### config.mk
export PLATFORM = sky130hd
export DESIGN_NAME = duty_cycled_magnetic_switch
export DESIGN_NICKNAME = d
export VERILOG_FILES = /design/src/hw/mag_switch_pkg.sv /design/src/hw/duty_cycled_magnetic_switch.sv
export VERILOG_INCLUDE_DIRS = /design/src /design/src/hw
export SDC_FILE = /design/constraint.sdc
export NUM_CORES = 1
export LEC_CHECK = 0
export BUFFER_PORTS_ARGS = -buffer_cell sky130_fd_sc_hd__buf_2
export CAP_MARGIN = 20
export CORE_ASPECT_RATIO = 0.6
export CORE_MARGIN = 5
export CORE_UTILIZATION = 28
export CTS_CLUSTER_SIZE = 24
export DETAILED_ROUTE_END_ITERATION = 10
export SYNTH_ARGS = -nofsm -noshare
export SYNTH_HDL_FRONTEND = slang
export SYNTH_SLANG_ARGS = --single-unit
### constraint.sdc
create_clock -name clk -period 2.2 [get_ports clk]
set_input_delay 0.11 -clock clk [delete_from_list [all_inputs] [get_ports clk]]
set_output_delay 0.11 -clock clk [all_outputs]
set_load 0.02 [all_outputs]
### src/hw/mag_switch_map.svh
`ifndef MAG_SWITCH_MAP_SVH
`define MAG_SWITCH_MAP_SVH
// Timing in its own units, with counts derived at the 50 MHz clock.
`define CLK_PERIOD_NS     20
`define AWAKE_TIME_NS     50000
`define PERIOD_TIME_NS    50000000
`define AWAKE_CYCLES      (`AWAKE_TIME_NS / `CLK_PERIOD_NS)
`define PERIOD_CYCLES     (`PERIOD_TIME_NS / `CLK_PERIOD_NS)
// Switch points in gauss, signed field with south at the marked face positive.
`define OPERATE_GAUSS     16'sh0021
`define RELEASE_GAUSS     16'sh0017
`define FIELD_W           16
`define VALID_PHASES      2'h2
`endif

### src/hw/mag_switch_pkg.sv
`default_nettype none
package mag_switch_pkg;
  typedef enum logic [1:0] {
    SLEEP = 2'h0,
    AWAKE = 2'h1
  } phase_t;
  typedef struct packed {
    logic outLow;
    logic outValid;
  } sense_out_t;
endpackage
`default_nettype wire

### src/hw/duty_cycled_magnetic_switch.sv
`timescale 1ns/1ps
`default_nettype none
`include "mag_switch_map.svh"
module duty_cycled_magnetic_switch
  import mag_switch_pkg::*;
#(
  parameter int AWAKE_CYCLES  = `AWAKE_CYCLES,
  parameter int PERIOD_CYCLES = `PERIOD_CYCLES
) (
  input  wire logic                      clk,
  input  wire logic                      rst_n,
  input  wire logic                      clkEn,
  input  wire logic signed [`FIELD_W-1:0] field,
  input  wire logic                      selIn,
  output logic                           selPullupEn,
  output logic                           outPin,
  output logic                           outValid,
  output logic                           awake
);

  // ------------------------------------------------------------
  // Hibernating timer
  // ------------------------------------------------------------
  phase_t      phase;
  logic [31:0] tick;
  logic        awakeEnd;
  logic        detected;
  logic        lastSel;
  logic        selSeen;
  logic [1:0]  phasesDone;
  logic        singlePole;
  logic        selChange;
  logic        partial;

  function automatic logic abovePoint(input logic signed [`FIELD_W-1:0] b,
                                      input logic signed [`FIELD_W-1:0] lvl,
                                      input logic sp);
    logic signed [`FIELD_W-1:0] mag;
    mag = (b < 0) ? -b : b;
    abovePoint = sp ? (b > lvl) : (mag > lvl);
  endfunction

  assign awakeEnd = (phase == AWAKE) && (tick == 32'(AWAKE_CYCLES - 1));
  assign awake    = (phase == AWAKE);

  always_ff @(posedge clk or negedge rst_n) begin
    if (!rst_n) begin
      phase <= AWAKE;
      tick  <= 32'h0;
    end else if (clkEn) begin
      if (tick == 32'(PERIOD_CYCLES - 1)) begin
        tick  <= 32'h0;
        phase <= AWAKE;
      end else begin
        tick <= tick + 32'h1;
        if (awakeEnd) begin
          phase <= SLEEP;
        end
      end
    end
  end

  // ------------------------------------------------------------
  // Select pin and mode
  // ------------------------------------------------------------
  assign selPullupEn = awake;
  // High or open selects single-pole; sampled only while the pull-up holds it.
  assign singlePole = lastSel;

  always_ff @(posedge clk or negedge rst_n) begin
    if (!rst_n) begin
      lastSel <= 1'b1;
      selSeen <= 1'b0;
    end else if (clkEn && awake) begin
      lastSel <= selIn;
      selSeen <= 1'b1;
    end
  end

  // ------------------------------------------------------------
  // Comparator with hysteresis, updated at the end of awake
  // ------------------------------------------------------------
  always_ff @(posedge clk or negedge rst_n) begin
    if (!rst_n) begin
      detected <= 1'b0;
    end else if (clkEn && awakeEnd) begin
      if (abovePoint(field, `OPERATE_GAUSS, singlePole)) begin
        detected <= 1'b1;
      end else if (!abovePoint(field, `RELEASE_GAUSS, singlePole)) begin
        detected <= 1'b0;
      end
    end
  end

  always_ff @(posedge clk or negedge rst_n) begin
    if (!rst_n) begin
      outPin <= 1'b1;
    end else if (clkEn) begin
      outPin <= !detected;
    end
  end

  // ------------------------------------------------------------
  // Validity: two completed awake phases after power-up or a change
  // ------------------------------------------------------------
  // A change is only visible while the pull-up holds the pin, so it is caught while awake.
  assign selChange = awake && selSeen && (selIn != lastSel);

  // A change seen after the first awake cycle leaves this window short, so its end does not count.
  always_ff @(posedge clk or negedge rst_n) begin
    if (!rst_n) begin
      partial <= 1'b0;
    end else if (clkEn) begin
      if (selChange) begin
        partial <= (tick != 32'h0) && !awakeEnd;
      end else if (awakeEnd) begin
        partial <= 1'b0;
      end
    end
  end

  always_ff @(posedge clk or negedge rst_n) begin
    if (!rst_n) begin
      phasesDone <= 2'h0;
    end else if (clkEn) begin
      if (selChange) begin
        phasesDone <= 2'h0;
      end else if (awakeEnd && !partial && phasesDone != `VALID_PHASES) begin
        phasesDone <= phasesDone + 2'h1;
      end
    end
  end

  always_ff @(posedge clk or negedge rst_n) begin
    if (!rst_n) begin
      outValid <= 1'b0;
    end else if (clkEn) begin
      outValid <= (phasesDone == `VALID_PHASES);
    end
  end

  // ------------------------------------------------------------
  // Timer and mode checks
  // ------------------------------------------------------------
  AST_PULLUP_ONLY_AWAKE: assert property (@(posedge clk) disable iff (!rst_n)
    (clkEn && awakeEnd) |=> !selPullupEn && !awake)
    else $error("pull-up still on after awake end");
  AST_WAKE_AT_WRAP: assert property (@(posedge clk) disable iff (!rst_n)
    (clkEn && tick == 32'(PERIOD_CYCLES - 1)) |=> selPullupEn && tick == 32'h0)
    else $error("timer did not wake at period end");
  AST_FREEZE: assert property (@(posedge clk) disable iff (!rst_n)
    !clkEn |=> $stable(tick) && $stable(outPin) && $stable(outValid))
    else $error("state moved while clock enable was low");
  AST_OPEN_SINGLE: assert property (@(posedge clk) disable iff (!rst_n)
    (clkEn && awake && selIn) |=> singlePole)
    else $error("high select did not give single-pole mode");
  AST_LOW_EITHER: assert property (@(posedge clk) disable iff (!rst_n)
    (clkEn && awake && !selIn) |=> !singlePole)
    else $error("low select did not give either-pole mode");

  // ------------------------------------------------------------
  // Comparator checks
  // ------------------------------------------------------------
  AST_NO_NORTH_SINGLE: assert property (@(posedge clk) disable iff (!rst_n)
    (clkEn && awakeEnd && singlePole && field < 0 && !detected) |=> !detected)
    else $error("north field asserted in single-pole mode");
  AST_SINGLE_NORTH_RELEASE: assert property (@(posedge clk) disable iff (!rst_n)
    (clkEn && awakeEnd && singlePole && field < 0) |=> !detected)
    else $error("front-to-rear flux kept detection in single-pole mode");
  AST_OPERATE: assert property (@(posedge clk) disable iff (!rst_n)
    (clkEn && awakeEnd && field > `OPERATE_GAUSS) |=> detected ##1 (!$past(clkEn) || !outPin))
    else $error("operate level did not drive output low");
  AST_RELEASE: assert property (@(posedge clk) disable iff (!rst_n)
    (clkEn && awakeEnd && field < `RELEASE_GAUSS && field > -`RELEASE_GAUSS) |=> !detected)
    else $error("release level did not clear detection");
  AST_HOLD_BETWEEN: assert property (@(posedge clk) disable iff (!rst_n)
    (clkEn && awakeEnd && singlePole && field > `RELEASE_GAUSS && field <= `OPERATE_GAUSS) |=> $stable(detected))
    else $error("detection changed inside the hysteresis band");
  AST_HOLD_SLEEP: assert property (@(posedge clk) disable iff (!rst_n)
    (!awakeEnd) |=> $stable(detected))
    else $error("detection changed outside awake end");
  AST_OMNI_NORTH: assert property (@(posedge clk) disable iff (!rst_n)
    (clkEn && awakeEnd && !singlePole && field < -`OPERATE_GAUSS) |=> detected)
    else $error("north field missed in either-pole mode");
  AST_OMNI_NORTH_RELEASE: assert property (@(posedge clk) disable iff (!rst_n)
    (clkEn && awakeEnd && !singlePole && field < 0 && field >= -`RELEASE_GAUSS) |=> !detected)
    else $error("weak north field kept detection in either-pole mode");
  AST_OUT_FOLLOWS: assert property (@(posedge clk) disable iff (!rst_n)
    clkEn |=> outPin == !$past(detected))
    else $error("output does not follow detection");

  // ------------------------------------------------------------
  // Validity checks
  // ------------------------------------------------------------
  AST_CHANGE_INVALID: assert property (@(posedge clk) disable iff (!rst_n)
    (clkEn && selChange) |=> ##1 (!$past(clkEn) || !outValid))
    else $error("output valid right after select change");
  AST_POWERUP_INVALID: assert property (@(posedge clk) disable iff (!rst_n)
    (clkEn && phasesDone != `VALID_PHASES) |=> !outValid)
    else $error("valid before two phases");
  AST_PARTIAL_SKIPPED: assert property (@(posedge clk) disable iff (!rst_n)
    (clkEn && awakeEnd && partial && !selChange) |=> phasesDone == 2'h0)
    else $error("short awake window counted toward validity");
  AST_VALID_AFTER_TWO: assert property (@(posedge clk) disable iff (!rst_n)
    (clkEn && phasesDone == `VALID_PHASES) |=> outValid)
    else $error("output not valid after two phases");

  // ------------------------------------------------------------
  // Coverage
  // ------------------------------------------------------------
  COV_DETECT: cover property (@(posedge clk) disable iff (!rst_n) $fell(outPin));
  COV_RELEASE: cover property (@(posedge clk) disable iff (!rst_n) $rose(outPin));
  COV_MODE_CHANGE: cover property (@(posedge clk) disable iff (!rst_n) $fell(outValid));
  COV_SHORT_WINDOW: cover property (@(posedge clk) disable iff (!rst_n) clkEn && selChange && tick != 32'h0);
  COV_FREEZE_AWAKE: cover property (@(posedge clk) disable iff (!rst_n) !clkEn && awake);

endmodule
`default_nettype wire

### Word-level counts from Yosys, hierarchy flattened

Cells that the tools add are included.

* add/sub/neg operators: 3
* magnitude comparators: 5
* equal/unequal tests: 7
* muxes and demuxes: 12
* reductions and logical operators: 19

Operators by type and width (number)
* adder 32 x 1 -> 32 bit (second input constant): 1
* == test 32 x 12 -> 1 bit (second input constant): 1
* == test 32 x 22 -> 1 bit (second input constant): 1
* > comparator 16 x 6 -> 1 bit (second input constant): 2
* > comparator 16 x 7 -> 1 bit (second input constant): 2
* two-way mux 32 bit: 1
* nonzero test 32 bit: 1
* < comparator 16 x 1 -> 1 bit (second input constant): 1
* two-way mux 16 bit: 1
* negator 16 bit: 1
* logical AND 1 bit: 8
* two-way mux 2 bit: 4
* AND reduction 2 bit: 4
* two-way mux 1 bit: 6
* nonzero test 2 bit: 3
* != test 2 bit (second input constant): 2
* logical NOT 1 bit: 3
* adder 2 x 1 -> 2 bit (second input constant): 1
* == test 2 x 1 -> 1 bit (second input constant): 1
* == test 2 bit (second input constant): 1
* != test 1 bit: 1

* register bits: 42
* input port bits: 20
* output and inout bits: 4
* logic and storage cells: 55

### Logic depth before layout (Yosys ltp)

* word-level depth: 6
* mapped depth: 9
* depth with buffers taken out: 8

### Worst setup path after synthesis

Ideal clock, no wire load.

* kind: register to register
* start: reg tick[9]
* end: reg detected
* library setup time: 0.080 ns
* arrival time: 1.769 ns
* data required time: 2.120 ns
* slack: 0.351 ns
* cell stages (with the launch flop): 5
* path buffers: 0
* period minus slack after synthesis: 1.849 ns
* cell sequence: dfrtp_1 -> or4_4 -> nand4b_4 -> or4_4 -> o211ai_2

* cells in the longest elaborated chain, start to end: 4

Ends and longest elaborated chain
* from (decl): line duty_cycled_magnetic_switch.sv:25 `logic [31:0] tick;`
* from (signal assigned): line duty_cycled_magnetic_switch.sv:55 `tick <= tick + 32'h1;`
* == test 32 x 12 -> 1 bit: line duty_cycled_magnetic_switch.sv:43 `assign awakeEnd = (phase == AWAKE) && (tick == 32'(AWAKE_CYCLES - 1));`
* logical AND 1 bit: line duty_cycled_magnetic_switch.sv:43
* logical AND 1 bit: line duty_cycled_magnetic_switch.sv:86 `end else if (clkEn && awakeEnd) begin`
* AND reduction 2 bit (no line)
* to (signal assigned): line duty_cycled_magnetic_switch.sv:85 `detected <= 1'b0;`
* to (signal assigned): line duty_cycled_magnetic_switch.sv:88 `detected <= 1'b1;`
* to (signal assigned): line duty_cycled_magnetic_switch.sv:90 `detected <= 1'b0;`
* to (decl): line duty_cycled_magnetic_switch.sv:27 `logic detected;`

No other way between the ends.
A chain may end at the register's enable or synchronous reset.

### Worst setup path in the final report

Ends and elaborated chain as after synthesis.

==> flow_summary.json <==
{
  "status": "finished clean",
  "p_comb_share_pct": 15.5,
  "synth_area_per_cell_um2": 9.63,
  "rsz0062_at_grt": "no",
  "cp_max_fo": 6,
  "vias": 2081,
  "cts_setup_buffers": 0,
  "p_seq_share_pct": 42.6,
  "finalPower_uw": 2060,
  "grt_pass1_wl_um": 10400,
  "drv_slew": 0,
  "seq_area_frac_synth_pct": 40.3,
  "fin_nets": 326,
  "grt.total_usage_pct": 11.3,
  "synth_top_family_by_area": "simple AND/OR/NAND/NOR gates",
  "die_w_um": 133,
  "async_flop_share_pct": 100,
  "syn-num-nets": 290,
  "pwr-share-clk_pct": 41.9,
  "end_kind": "flip-flop",
  "drc": 0,
  "yosysWarnings": 0,
  "cts_max_level": 2,
  "first_global_vias": 2009,
  "syn_to_final_growth_pct": 19.5,
  "drtAntennaViolNets": 0,
  "hold_viol": 0,
  "layout-drive-gt1-share_pct": 20.5,
  "fin_area_um2": 3050,
  "power.internal_uw": 1510,
  "fin_crit_sh_pct": 92.8,
  "crit_type": "flip-flop to flip-flop",
  "core_area_um2": 9020,
  "synthAdderAreaFrac_pct": 2.45,
  "root_buffer": "clkbuf_16",
  "dpl.hpwl_um": 4480,
  "tns_ns": 0,
  "synth_top_flop_cell": "dfrtp_1",
  "worst_slack_ns": 0.159,
  "slew_headroom_pct": 38.0,
  "critPathArrivalTime_ns": 2.20,
  "cts_tree": "yes",
  "switching_share_pct": 26.7,
  "place.gp.congestion": 0.877,
  "wl_per_cell_um": 14.0,
  "clock_skew_ns": 0.00678,
  "cp-start-kind": "flip-flop",
  "drv_cap": 0,
  "min_period_ns": 2.04,
  "fmax_mhz": 490,
  "synth-edff-count": 0,
  "setup_viol": 0,
  "yosysUniqueCellTypes": 59,
  "synth-simple-area-share_pct": 31.1,
  "dp_slack_ns": 0.198,
  "antenna_found_initial": 0,
  "io_buffers": 23,
  "powerDensity_nw_per_um2": 676,
  "cts-buffers-inserted": 5,
  "yosys.area.top_type": "dfrtp_1",
  "switching_power_uw": 550,
  "io_pins": 24,
  "synth-xor-area-share_pct": 10.6,
  "synth_top_area_share_pct": 37.3,
  "leakage_uw": 0.00134,
  "synth-compound-area-share_pct": 10.8,
  "via_per_inst": 4.98,
  "required_ns": 2.36,
  "die-area_um2": 11200,
  "place_area_um2": 2860,
  "clkSinkCount": 41,
  "clk_pin_slew_worst_paths_ns": 0.06,
  "grt_start_max_net_pins": 42,
  "drt_iter0_drc": 165,
  "die_y_um": 84.0,
  "synth_seq_cells": 41,
  "insertion_delay_ns": 0.28,
  "synth_cells": 265,
  "cts_max_path_buffers": 2,
  "synth_area_leaders": "dfrtp_1 37%, xnor2_1 5.8%, xor2_1 4.8%",
  "rows": 27,
  "fill_cells": 906,
  "firstDrtPassIters": 4,
  "start_util_pct": 28.3,
  "gr-total-overflow": 0,
  "synthMuxAreaShare_pct": 2.06,
  "insertedDiodeCount": 0,
  "min_path_type": "input pin to flip-flop",
  "timing.hold.ws_ns": 0.105,
  "mappedNetlistArea_um2": 2550,
  "routed_wl_um": 5860,
  "tightest_slew_ns": 0.930,
  "worst_ir_drop_vdd_mv": 0.291
}
==> through the flow <==
stage          std cells  util (%)
4_1_cts              418      33.8
3_5_place_dp         409      31.7
3_3_place_gp         409      31.7
5_1_grt              418      33.8
2_1_floorplan        265         -
6_report             418      33.8
==> state kept, by name, summed over array words and instances, names as in the netlist <==
signal      flops
phase           1
outPin          1
tick           32
outValid        1
phasesDone      2
partial         1
lastSel         1
selSeen         1
detected        1
==> layout make-up <==
cell class,instances,area [µm²],share of cell area [%]
Multi-Input combinational cell,208,1460,47.8
Sequential cell,41,1030,33.8
Timing Repair Buffer,34,200,6.57
Tap cell,116,145,4.76
Clock buffer,6,139,4.55
Inverter,11,41.3,1.35
Clock inverter,2,37.5,1.23
==> critical path, stage by stage, from the launching register on <==
cell and delay (ns):
dfrtp_1 0.44, or4_4 0.58, nand4b_4 0.21, nor3_2 0.27
nand2_1 0.09, o21ai_0 0.23, o211ai_2 0.11
==> cells by family after synthesis <==
kind of cell    after synthesis
mux                           5
simple gates                127
fa+ha+maj                     5
xor+xnor                     31
flops                        41
compound gates               40
buf+inv                      16
==> layout by cell type (no fill, tap or decap), types with 2 or more instances in the layout <==
master     count
a21o_1         2
a21oi_1        8
a31oi_1        3
and3_1         3
and4_1         4
and4b_1        2
buf_2         23
buf_4         10
clkbuf_16      5
dfrtp_1       38
dfstp_2        3
ha_1           5
inv_1         11
mux2_2         2
mux2i_1        3
nand2_1       27
nand2b_1       5
nand3_1       17
nand4_1       10
nor2_1        21
nor3_1         5
nor3_2         2
nor4_1         5
nor4_4         3
o21ai_0        5
o21bai_1       2
o31ai_1        7
or3_1          6
or4_4          3
xnor2_1       17
xor2_1        14
==> repair_timing <==
action / 4_1_cts / 5_1_grt
gates resized for setup: 0 / 0
endpoints found under the hold margin: 8 / 0
hold buffers: 1 / 0
setup endpoints to repair: 0 / 0
==> final timing paths <==
check	slack, ns	endpoint	depth (start not counted)	startpoint
max reg2reg	0.16	detected	6	tick[9]
min reg2reg	0.41	outPin	1	detected
max	0.16	detected	6	tick[9]
min in group asynchronous	0.50	tick[24]	2	rst_n
min	0.11	lastSel	2	selIn
max in group asynchronous	1.12	tick[5]	2	rst_n
==> cell usage after synthesis, drive strengths merged, types with 2 or more instances <==
library cell	instances
and3	4
mux2	2
nor4	8
and4b	2
nand2	27
nand2b	5
xnor2	17
dfstp	3
and4	5
and2	2
buf	2
nor2	22
nand4	10
clkbuf	3
nor3	7
a21o	2
o21bai	2
ha	5
dfrtp	38
nand3	18
or3	6
or4	3
a31oi	3
o31ai	7
o21ai	6
a21oi	8
xor2	14
mux2i	3
o211ai	2
inv	11
==> per-layer routing <==
metal | vias to the layer above | track usage [%] | part of all wire [%]
met5 | - | 0 | 0
met2 | 47 | 14.1 | 38
met1 | 985 | 18.6 | 57
met4 | 0 | 3.45 | 1.5
met3 | 7 | 2.17 | 3.6
li1 | 1042 | - | -
==> power groups by stage <==
stage / sequential [µW] / combinational [µW] / clock (µW)
final: 878 / 319 / 864
after CTS: 877 / 320 / 890
after global placement: 890 / 311 / 0
after global routing: 885 / 358 / 923
after detailed placement: 890 / 317 / 0
after floorplan: 876 / 209 / 0
Power figures use the tool's default switching activity.
